`src/rtl/pix_out_pkg.sv`:
```
// Constants and carrier types for the cursor, LCD and hi-res pixel output block
`default_nettype none
package pix_out_pkg;
  localparam logic [7:0]  OFS_EXT      = 8'h00;
  localparam logic [7:0]  OFS_CTRL     = 8'h04;
  localparam logic [7:0]  OFS_VCS      = 8'h08;
  localparam logic [7:0]  OFS_VCE      = 8'h0C;
  localparam logic [7:0]  OFS_BORDER   = 8'h10;
  localparam logic [7:0]  OFS_STATUS   = 8'h14;
  localparam int          EXT_PCKE_BIT = 2;
  localparam int          EXT_HRM_BIT  = 12;
  localparam int          EXT_LCD_BIT  = 13;
  localparam int          EXT_DAC_BIT  = 14;
  localparam int          EXT_DC_LSB   = 4;
  localparam int          CTRL_DUP_BIT = 13;
  localparam int          CTRL_ILC_BIT = 14;
  localparam int          CTRL_BPP_LSB = 0;
  localparam int          VCS_SEL_LSB  = 13;
  localparam int          RASTER_W     = 13;
  localparam logic [31:0] EXT_RST      = 32'h0000_0000;
  localparam logic [31:0] CTRL_RST     = 32'h0000_0000;
  localparam logic [31:0] VC_RST       = 32'h0000_0000;
  localparam logic [2:0]  BPP_1        = 3'h0;
  localparam logic [2:0]  BPP_4        = 3'h2;
  localparam logic [2:0]  BPP_32       = 3'h5;
  localparam logic [1:0]  PANEL_UPPER  = 2'h2;
  localparam logic [1:0]  PANEL_LOWER  = 2'h1;
  localparam logic [1:0]  PANEL_SPLIT  = 2'h3;
  localparam logic [1:0]  SEL_RED      = 2'h0;
  localparam logic [1:0]  SEL_GREEN    = 2'h1;
  localparam logic [1:0]  SEL_BLUE     = 2'h2;
  localparam logic [1:0]  PHASE_LAST   = 2'h3;

  typedef struct packed {
    logic [7:0] red;
    logic [7:0] green;
    logic [7:0] blue;
    logic [3:0] ext;
    logic [7:0] cursor;
  } pix_in_type;
endpackage
`default_nettype wire

```
`src/rtl/pix_out.sv`:
```
// Pixel output stage: cursor vertical gating, hi-res cursor merge, LCD grey-scale packing
`timescale 1ns/10ps
`default_nettype none
module pix_out (
  input  wire logic                    pclk,
  input  wire logic                    presetn,
  input  wire logic                    psel,
  input  wire logic                    penable,
  input  wire logic                    pwrite,
  input  wire logic [7:0]              paddr,
  input  wire logic [31:0]             pwdata,
  output logic [31:0]                  prdata,
  output logic                         pready,
  output logic                         pslverr,
  input  wire pix_out_pkg::pix_in_type pix_in,
  input  wire logic                    display_active,
  input  wire logic                    border_active,
  input  wire logic                    line_start,
  input  wire logic                    vertical_flyback,
  input  wire logic [1:0]              port_byte_select_in,
  output logic [7:0]                   ext_data_port,
  output logic                         ext_port_clock,
  output logic [1:0]                   port_byte_select,
  output logic                         cursor_upper_en,
  output logic                         cursor_lower_en
);
  logic [31:0]                  ext_q;
  logic [31:0]                  ctrl_q;
  logic [31:0]                  vcs_q;
  logic [31:0]                  vce_q;
  logic [7:0]                   border_q;
  logic [1:0]                   sel_meta_q;
  logic [1:0]                   sel_q;
  logic [pix_out_pkg::RASTER_W-1:0] raster_q;
  logic                         flyback_d1_q;
  logic                         field_odd_q;
  logic                         seen_even_q;
  logic [1:0]                   col_q;
  logic [1:0]                   phase_q;
  logic [3:0]                   up_sr_q;
  logic [3:0]                   low_sr_q;
  logic [7:0]                   lcd_nib_q;
  logic [7:0]                   hires_q;
  logic [3:0]                   ext_d1_q;
  logic [7:0]                   port_q;
  logic                         port_clk_q;
  logic                         cur_up_q;
  logic                         cur_low_q;
  logic                         wr_en;
  logic                         mapped;
  logic                         lcd;
  logic                         hrm;
  logic                         dup;
  logic                         ilc;
  logic [2:0]                   bpp;
  logic [1:0]                   panel;
  logic                         grey_ok;
  logic                         up_bit;
  logic                         low_bit;
  logic                         in_win;
  logic                         lower_win;
  logic                         upper_win;
  logic [7:0]                   hires_mix;
  logic                         retrace_start;
  logic [pix_out_pkg::RASTER_W-1:0] vcs_val;
  logic [pix_out_pkg::RASTER_W-1:0] vce_val;

  assign lcd   = ext_q[pix_out_pkg::EXT_LCD_BIT];
  assign hrm   = ext_q[pix_out_pkg::EXT_HRM_BIT];
  assign dup   = ctrl_q[pix_out_pkg::CTRL_DUP_BIT];
  assign ilc   = ctrl_q[pix_out_pkg::CTRL_ILC_BIT];
  assign bpp   = ctrl_q[pix_out_pkg::CTRL_BPP_LSB +: 3];
  assign panel = vcs_q[pix_out_pkg::VCS_SEL_LSB +: 2];
  assign vcs_val = vcs_q[pix_out_pkg::RASTER_W-1:0];
  assign vce_val = vce_q[pix_out_pkg::RASTER_W-1:0];
  // Dithering is defined only for palette-mapped depths; deeper modes pass green raw on one panel
  assign grey_ok = (bpp <= pix_out_pkg::BPP_4);

  // APB slave: zero wait states, error on unmapped offsets
  assign mapped = (paddr == pix_out_pkg::OFS_EXT) || (paddr == pix_out_pkg::OFS_CTRL) ||
                  (paddr == pix_out_pkg::OFS_VCS) || (paddr == pix_out_pkg::OFS_VCE) ||
                  (paddr == pix_out_pkg::OFS_BORDER) || (paddr == pix_out_pkg::OFS_STATUS);
  assign pready  = 1'b1;
  assign pslverr = psel && penable && !mapped;
  assign wr_en   = psel && penable && pwrite && mapped;

  always_comb begin
    prdata = 32'h0000_0000;
    case (paddr)
      pix_out_pkg::OFS_EXT:    prdata = ext_q;
      pix_out_pkg::OFS_CTRL:   prdata = ctrl_q;
      pix_out_pkg::OFS_VCS:    prdata = vcs_q;
      pix_out_pkg::OFS_VCE:    prdata = vce_q;
      pix_out_pkg::OFS_BORDER: prdata = {24'h00_0000, border_q};
      pix_out_pkg::OFS_STATUS: prdata = {16'h0000, field_odd_q, seen_even_q, 1'b0, raster_q};
      default:                 prdata = 32'h0000_0000;
    endcase
  end

  always_ff @(posedge pclk or negedge presetn) begin
    if (!presetn) begin
      ext_q    <= pix_out_pkg::EXT_RST;
      ctrl_q   <= pix_out_pkg::CTRL_RST;
      vcs_q    <= pix_out_pkg::VC_RST;
      vce_q    <= pix_out_pkg::VC_RST;
      border_q <= 8'h00;
    end else if (wr_en) begin
      case (paddr)
        pix_out_pkg::OFS_EXT:    ext_q    <= pwdata;
        pix_out_pkg::OFS_CTRL:   ctrl_q   <= pwdata;
        pix_out_pkg::OFS_VCS:    vcs_q    <= {17'h0_0000, pwdata[14:0]};
        pix_out_pkg::OFS_VCE:    vce_q    <= {19'h0_0000, pwdata[12:0]};
        pix_out_pkg::OFS_BORDER: border_q <= pwdata[7:0];
        default:                 border_q <= border_q;
      endcase
    end
  end

  // Byte select pins are asynchronous to the pixel clock
  always_ff @(posedge pclk or negedge presetn) begin
    if (!presetn) begin
      sel_meta_q <= 2'h0;
      sel_q      <= 2'h0;
    end else begin
      sel_meta_q <= port_byte_select_in;
      sel_q      <= sel_meta_q;
    end
  end

  // Selector field ext_q[1:0] driven out so that outside logic may loop it back
  assign port_byte_select = ext_q[1:0];

  // Raster and field tracking
  assign retrace_start = vertical_flyback && !flyback_d1_q;

  always_ff @(posedge pclk or negedge presetn) begin
    if (!presetn) begin
      flyback_d1_q <= 1'b0;
      raster_q     <= '0;
      field_odd_q  <= 1'b0;
      seen_even_q  <= 1'b0;
    end else begin
      flyback_d1_q <= vertical_flyback;
      if (vertical_flyback)
        raster_q <= '0;
      else if (line_start)
        raster_q <= raster_q + 1'b1;
      if (!ilc) begin
        field_odd_q <= 1'b0;
        seen_even_q <= 1'b0;
      end else if (retrace_start) begin
        field_odd_q <= !field_odd_q;
        // The cursor pointer is only reloaded before an even field, so no start before one
        if (field_odd_q)
          seen_even_q <= 1'b1;
      end
    end
  end

  // Cursor vertical windows per panel
  assign in_win    = (raster_q >= vcs_val) && (raster_q < vce_val);
  assign lower_win = (raster_q < vcs_val);
  assign upper_win = (raster_q >= vce_val);

  always_ff @(posedge pclk or negedge presetn) begin
    if (!presetn) begin
      cur_up_q  <= 1'b0;
      cur_low_q <= 1'b0;
    end else if (vertical_flyback || (ilc && !seen_even_q)) begin
      // No cursor during vertical flyback; interlace waits for an even field start
      cur_up_q  <= 1'b0;
      cur_low_q <= 1'b0;
    end else if (dup) begin
      case (panel)
        pix_out_pkg::PANEL_UPPER: begin
          cur_up_q  <= in_win;
          cur_low_q <= 1'b0;
        end
        pix_out_pkg::PANEL_LOWER: begin
          cur_up_q  <= 1'b0;
          cur_low_q <= in_win;
        end
        pix_out_pkg::PANEL_SPLIT: begin
          cur_up_q  <= upper_win;
          cur_low_q <= lower_win;
        end
        default: begin
          cur_up_q  <= 1'b0;
          cur_low_q <= 1'b0;
        end
      endcase
    end else begin
      // Same window both fields keeps equal cursor rasters per field
      cur_up_q  <= in_win;
      cur_low_q <= 1'b0;
    end
  end

  assign cursor_upper_en = cur_up_q;
  assign cursor_lower_en = cur_low_q;

  // Grey-scaling: cursor colours already arrive through the cursor palette upstream,
  // so both streams see cursor and video alike
  grey_dither u_up (
    .shade   (pix_in.green[3:0]),
    .row     (raster_q[1:0]),
    .col     (col_q),
    .bit_out (up_bit)
  );

  grey_dither u_low (
    .shade   (pix_in.ext),
    .row     (raster_q[1:0]),
    .col     (col_q),
    .bit_out (low_bit)
  );

  // Column phase restarts each line so nibbles align to the first displayed pixel
  always_ff @(posedge pclk or negedge presetn) begin
    if (!presetn) begin
      col_q     <= 2'h0;
      phase_q   <= 2'h0;
      up_sr_q   <= 4'h0;
      low_sr_q  <= 4'h0;
      lcd_nib_q <= 8'h00;
    end else if (!display_active) begin
      col_q   <= 2'h0;
      phase_q <= 2'h0;
    end else begin
      col_q    <= col_q + 2'h1;
      phase_q  <= phase_q + 2'h1;
      up_sr_q  <= {up_sr_q[2:0], up_bit};
      low_sr_q <= {low_sr_q[2:0], low_bit};
      if (phase_q == pix_out_pkg::PHASE_LAST) begin
        // First pixel shifted furthest ends on bit 7
        if (!grey_ok)
          lcd_nib_q <= dup ? 8'h00 : pix_in.green;
        else if (dup)
          lcd_nib_q <= {up_sr_q[2:0], up_bit, low_sr_q[2:0], low_bit};
        else
          lcd_nib_q <= {up_sr_q[2:0], up_bit, 4'h0};
      end
    end
  end

  // Hi-res cursor merge, per bit pair
  genvar gi;
  generate
    for (gi = 0; gi < 4; gi++) begin : g_pair
      assign hires_mix[2*gi+1 -: 2] = pix_in.cursor[2*gi] ? {2{pix_in.cursor[2*gi+1]}}
                                                          : pix_in.blue[2*gi+1 -: 2];
    end
  endgenerate

  always_ff @(posedge pclk or negedge presetn) begin
    if (!presetn) begin
      hires_q  <= 8'h00;
      ext_d1_q <= 4'h0;
    end else begin
      // Border overrides the cursor; cursor palette plays no part here
      hires_q  <= border_active ? border_q : hires_mix;
      ext_d1_q <= pix_in.ext;
    end
  end

  // External port mux, registered
  always_ff @(posedge pclk or negedge presetn) begin
    if (!presetn) begin
      port_q <= 8'h00;
    end else begin
      case (sel_q)
        pix_out_pkg::SEL_RED:   port_q <= pix_in.red;
        pix_out_pkg::SEL_GREEN: port_q <= lcd ? lcd_nib_q : pix_in.green;
        pix_out_pkg::SEL_BLUE:  port_q <= hrm ? hires_q : pix_in.blue;
        default: begin
          if (ext_q[pix_out_pkg::EXT_DAC_BIT])
            port_q <= {ext_q[pix_out_pkg::EXT_DC_LSB +: 4], ext_d1_q};
          else
            port_q <= {ext_q[pix_out_pkg::EXT_DC_LSB +: 4], pix_in.ext};
        end
      endcase
    end
  end

  assign ext_data_port = port_q;

  // Port clock: off unless enabled; a pixel-rate toggle in hi-res, quarter rate in LCD.
  // The toggle gives one edge per pixel, since the pixel clock itself cannot leave a flop.
  always_ff @(posedge pclk or negedge presetn) begin
    if (!presetn) begin
      port_clk_q <= 1'b0;
    end else if (!ext_q[pix_out_pkg::EXT_PCKE_BIT]) begin
      port_clk_q <= 1'b0;
    end else if (lcd) begin
      port_clk_q <= display_active && phase_q[1];
    end else begin
      port_clk_q <= !port_clk_q;
    end
  end

  assign ext_port_clock = port_clk_q;
endmodule // pix_out
`default_nettype wire

```
`src/rtl/grey_dither.sv`:
```
// Ordered-dither grey-scaler: one 4-bit shade to one modulated bit
`timescale 1ns/10ps
`default_nettype none
module grey_dither (
  input  wire logic [3:0] shade,
  input  wire logic [1:0] row,
  input  wire logic [1:0] col,
  output logic            bit_out
);
  logic [3:0] thresh;

  // 4x4 Bayer matrix: over a 4x4 tile exactly `shade` of 16 cells are high
  always_comb begin
    case ({row, col})
      4'h0: thresh = 4'h0;  4'h1: thresh = 4'h8;  4'h2: thresh = 4'h2;  4'h3: thresh = 4'hA;
      4'h4: thresh = 4'hC;  4'h5: thresh = 4'h4;  4'h6: thresh = 4'hE;  4'h7: thresh = 4'h6;
      4'h8: thresh = 4'h3;  4'h9: thresh = 4'hB;  4'hA: thresh = 4'h1;  4'hB: thresh = 4'h9;
      4'hC: thresh = 4'hF;  4'hD: thresh = 4'h7;  4'hE: thresh = 4'hD;  default: thresh = 4'h5;
    endcase
  end

  assign bit_out = (shade > thresh);
endmodule // grey_dither
`default_nettype wire

```
`config.mk`:
```
export PLATFORM = sky130hd
export DESIGN_NAME = pix_out
export DESIGN_NICKNAME = d
export VERILOG_FILES = /design/src/rtl/pix_out_pkg.sv /design/src/rtl/pix_out.sv /design/src/rtl/grey_dither.sv
export SDC_FILE = /design/constraint.sdc
export NUM_CORES = 1
export LEC_CHECK = 0
export ABC_AREA = 1
export BUFFER_PORTS_ARGS = -buffer_cell sky130_fd_sc_hd__buf_2
export CAP_MARGIN = 20
export CORE_MARGIN = 2
export CORE_UTILIZATION = 53
export CTS_BUF_LIST = sky130_fd_sc_hd__clkbuf_8
export DETAILED_ROUTE_END_ITERATION = 8
export GPL_TIMING_DRIVEN = 0
export PLACE_DENSITY_LB_ADDON = 0.1
export SLEW_MARGIN = 25
export SYNTH_ARGS = -nofsm -noshare
export SYNTH_HDL_FRONTEND = slang
export SYNTH_SLANG_ARGS = --single-unit
```
`constraint.sdc`:
```
create_clock -name pclk -period 2 [get_ports pclk]
set_input_delay 0.5 -clock pclk [delete_from_list [all_inputs] [get_ports pclk]]
set_output_delay 0.5 -clock pclk [all_outputs]
set_load 0.005 [all_outputs]
```
# Yosys cells after proc, flatten, opt, wreduce, memory -nomap -nowiden
# Memory sizes are Yosys's and may differ from the RTL's.
# Cells that the tools add are included.
# Widths: inputs -> output; s select.
# totals
word_cells	106
latch_bits	0
n_memories	2
register_bits	161
ramBits	0
rom_bits	128
# memory_table
memory	depth	word_bits	read_ports	rd_clocked_by_memory_dff	wr	line	rtl
(name not given)	16	4	1	0	0	grey_dither.sv:14	case ({row, col})
(name not given)	16	4	1	0	0	grey_dither.sv:14	
# op_classes
eq_ne	13
n_shift	0
n_mux	30
order_cmp	7
mul	0
n_div	0
n_addsub	3
n_reduce_logical	29
bitwise_logic	0
# ops
operator	count
$pmux 32 s6	1
$mux 8	5
$ge 13x13->1	2
$lt 13x13->1	2
$mux 13	2
$pmux 8 s3	1
$eq 8x4->1 const B	2
$eq 8x5->1 const B	2
$reduce_and 2->1	7
$add 13x1->13 const B	1
$mux 2	6
$mux 1	11
$eq 2x2->1 const B	4
$eq 8x3->1 const B	1
$gt 4x4->1	2
$logic_and 1x1->1	8
$logic_not 8->1	1
$mux 4	2
$logic_or 1x1->1	6
$logic_not 1->1	5
$add 2x1->2 const B	2
$eq 2x1->1 const B	2
$ne 2x1->1 const B	2
$pmux 1 s2	2
3 further kinds	3

# Logic depth before layout (Yosys ltp)
# depth
word_depth	8
ltp_mapped	13
ltp_nobuf	13

# By module
# From an unflattened synthesis, not the netlist that was laid out.
# hier_totals
cells_unflattened	1024
area_unflattened_um2	8567.0
# modules_own_cells
mod	cells_each	area_each_um2	n_inst
pix_out	986	8329.2	1
grey_dither	19	118.9	2

# Least setup slack after synthesis
# OpenSTA, ideal clock, no wires.
# synth_path
path_type	in2out
startpoint	in paddr[1]
endpoint	out prdata[12]
slack_ns	0.006
arrival_ns	1.494
path_stages	8
n_path_buf	1
cell_sequence	nor2_4 > nand3_4 > nor2_1 > buf_2 > inv_1 > o21ai_0 > a21oi_1 > o211ai_1
# synth_between
elab_chain_len	2
elab_cells_between_ends	7
cone_classes	eq/ne: 5; mux: 1; reduce/logical: 1
# synth_rtl
item	line	rtl
from (decl)	pix_out.sv:10	input wire logic [7:0] paddr,
$eq 8x5->1, or another cell as far along	pix_out.sv:89	case (paddr)
$pmux 32 s6 (*)	pix_out.sv:89	
to (decl)	pix_out.sv:12	output logic [31:0] prdata,
# Every way passes the cells marked *; elsewhere a longest branch is shown, timed or not.

# Worst setup path in the final report
# layout_path
startpoint	in paddr[1]
endpoint	out prdata[0]
# The elaborated chain is that of the path after synthesis.

==> results.md <==
- Status: finished, violations left
- Failing checks: negative setup slack
- Reg clk slew, reported paths: 80 ps
- Share of the synthesized area in the top cell type: 47.2%
- End of the worst register-to-register path: cursor_upper_en$_DFF_PN0_
- Port Buffers: 131
- CTS max path bufs: 2
- Layout Utilization: 66.7%
- Hold Path Cell Cnt: 1
- Critical Path Most Common Cell: buf_6
- FILL cells: 1360
- Vias in the first global route: 7244
- Largest net degree at the start of global routing: 90
- Most frequent cells in the layout: nand2_1 (257), dfrtp_1 (160), buf_2 (131)
- R2R cell count: 8
- Synth Area in XOR/XNOR: 0.308%
- Row Count: 46
- Crit-path max cell delay: 340 ps
- Main synth FF type: dfrtp_1
- Final worst slack: -390 ps
- Reg2reg setup slack: 180 ps
- Diode count: 0
- Max frequency: 418 MHz
- Initial Util: 53.9%
- YS warnings: 0
- Detailed Routing Iterations Pass 1: 6
- Max_cap viols: 0
- Initial antenna violation count: 0
- Vias: 7566
- Post-synth EDFFs: 0
- CTS sink count: 161
- Crit path capture type: primary output
- DRT Wirelength: 24.2 mm
- Post-route ant nets: 0
- Post-route DRC: 0
- Die Ht: 131 um
- Critical Path AT: 1890 ps
- Final setup fails: 33
- Area of placed instances: 0.00950 mm^2
- CP Class: input port to primary output
- Multiplexer area fraction after synthesis: 0%
- Crit path launch type: input port
- Layout cell share with drive strength beyond 1: 27.2%
- Fin. max-slew vios: 0
- Chip Width: 131 um
- Global-route wire length before repair: 38.4 mm
- Post-synthesis sequential area ratio: 47.2%
- TritonCTS Buffers: 17
- NumNets Final: 1317
- Slowest CP cell: nor3_4
- All-layer global routing usage: 29.8%
- Pwr Total: 6510 uW
- Worst path depth: 9
- Tcrit/Tclk final: 120%
- WP data required: 1500 ps
- Cell variety after synth: 46
- Worst-path cell chain: buf_6, nor2_4, nand2_4, nor3_4, buf_4, buf_6, nand2_2, nand4_1, buf_2
- Leak: 0.00531 uW
- Routed vias/inst: 5.32
- Synth Area in Simple Gates: 19.9%
- Adder-cell share of the synthesized area: 5.28%
- Post-synthesis register bit count: 161
- Grt ovf: 0
- WL/cell: 17.1 um
- Worst-Margin Slew: 656 ps
- Ports: 134
- VDD IR-drop max: 0.447 mV
- CTS tree: yes
- Post-DP HPWL: 17.2 mm
- RD Place Congestion: 0.880
- Share of flip-flops with an asynchronous set or reset: 100%
- Full die area: 0.0171 mm^2
- Commonest non-fill, non-tap cell in the layout: nand2_1
- Largest family of logic cells by synthesized area: simple AND/OR/NAND/NOR gates
- Cells after synthesis: 1012
- Clk_lat worst skew: 470 ps
- Slew margin rel.: 56.1%
- Syn Area/Cell: 8.43 um^2
- Crit path max fanout: 5
- Cell area after synthesis: 0.00853 mm^2
- Top Family by Delay on Critical Path: simple AND/OR/NAND/NOR gates
- Hold Crit Start: port_byte_select_in[0]
- Clock root buffer: clkbuf_8
- Worst r2r src: raster_q[10]$_DFFE_PN0P_
- Period minus WS final: 2390 ps
- Max H-tree Level: 4
- Final instance area: 0.0106 mm^2
- Syn Nets: 1135
- Post-synthesis compound-gate area fraction: 18.1%
- Cell taking the most area after synthesis: dfrtp_1
- Area grow syn2layout: 23.7%
- Synth area leaders: dfrtp_1 (47%), nand2_1 (12%), inv_1 (5.8%)
- CORE AREA: 0.0158 mm^2
- Endpoint of the worst hold path: sel_meta_q[0]$_DFF_PN0_
- RSZ-0062 raised after global routing: yes
- Worst Path Buf+Inv: 4
- Initial DRC Count: 645
- Layout Skew: 19.0 ps
- Pwr dens: 616 mW/mm^2
- Min-Delay Path Class: input port to flop
- Fin. Hold Viols: 0
-- stage by stage --
stage	cells	worst slack [ps]	TNS (ps)	hold slack (ps)
finish	1421	-390	-10540	140
CTS	1417	-362	-8640	121
global placement	1359	-2090	-360990	335
floorplan	1012	5.83	0	204
detailed placement	1360	-780	-28740	335
global route	1421	-419	-11970	116
-- power breakdown --
part | switching [uW] | internal, uW | total (uW)
registers | 77.5 | 3390 | 3460
clock network | 1310 | 1120 | 2430
logic | 378 | 237 | 614
total | 1760 | 4740 | 6510
-- layout make-up --
cell class / count / area [um^2] / area share (%)
Multi-Input combinational cell: 679 / 3910 / 37.0
Tap cell: 216 / 270 / 2.56
Sequential cell: 161 / 4030 / 38.2
Timing Repair Buffer: 166 / 1130 / 10.7
Inverter: 138 / 542 / 5.13
Clock buffer: 17 / 234 / 2.22
Buffer: 31 / 295 / 2.80
Clock inverter: 13 / 153 / 1.45
-- logic make-up after synthesis --
| family | after synthesis |
|---|---|
| simple gates | 388 |
| compound gates | 251 |
| buf+inv | 172 |
| flops | 161 |
| fa+ha+maj | 36 |
| xor+xnor | 3 |
| other cells | 1 |
-- cell usage after synthesis (16+ instances only) --
| cell type | n |
|---|---|
| nand2_1 | 272 |
| dfrtp_1 | 161 |
| inv_1 | 131 |
| o21ai_0 | 91 |
| nor2_1 | 55 |
| a21oi_1 | 51 |
| o21ai_2 | 47 |
| ha_1 | 36 |
| o21ai_1 | 24 |
| nand3_1 | 23 |
| a22o_1 | 16 |
-- worst reg2reg max path: cells and delay by family, from the launching register on --
family	cells	cell delay, ps
fa+ha+maj	1	360
compound gates	2	230
simple gates	5	650
flops	1	500
-- what timing repair did --
| item | in CTS | in global routing |
|---|---|---|
| setup buffers | 23 | 8 |
| pin swaps | 18 | 20 |
| cloned | 4 | 0 |
| endpoints found under the setup margin | 33 | 36 |
| gates resized for setup | 78 | 26 |
| hold buffers | 1 | 0 |
| endpoints found under the hold margin | 8 | 0 |
-- how the worst max path moves through the flow --
stage	slack, ps	end	from
after floorplan	6	prdata[12]	paddr[1]
after global placement	-2090	ctrl_q[19]$_DFFE_PN0P_	presetn
after detailed placement	-780	prdata[2]	paddr[1]
after CTS	-360	prdata[12]	paddr[0]
after global routing	-420	prdata[12]	paddr[1]
final	-390	prdata[0]	paddr[1]
-- sequential cells by signal, indices dropped and copies added, names as in the netlist, 13 cells and up --
name / count
ctrl_q: 32
raster_q: 13
vce_q: 13
vcs_q: 15
ext_q: 32
-- metal layers --
layer / up-vias / share of wire, % / global-route usage [%]
met2: 252 / 48 / 48.2
met5: - / 0 / 0
li1: 3684 / - / -
met1: 3589 / 44 / 40.0
met4: 0 / 2.6 / 9.76
met3: 41 / 5.4 / 6.96
(Power assumes the default switching activity.)
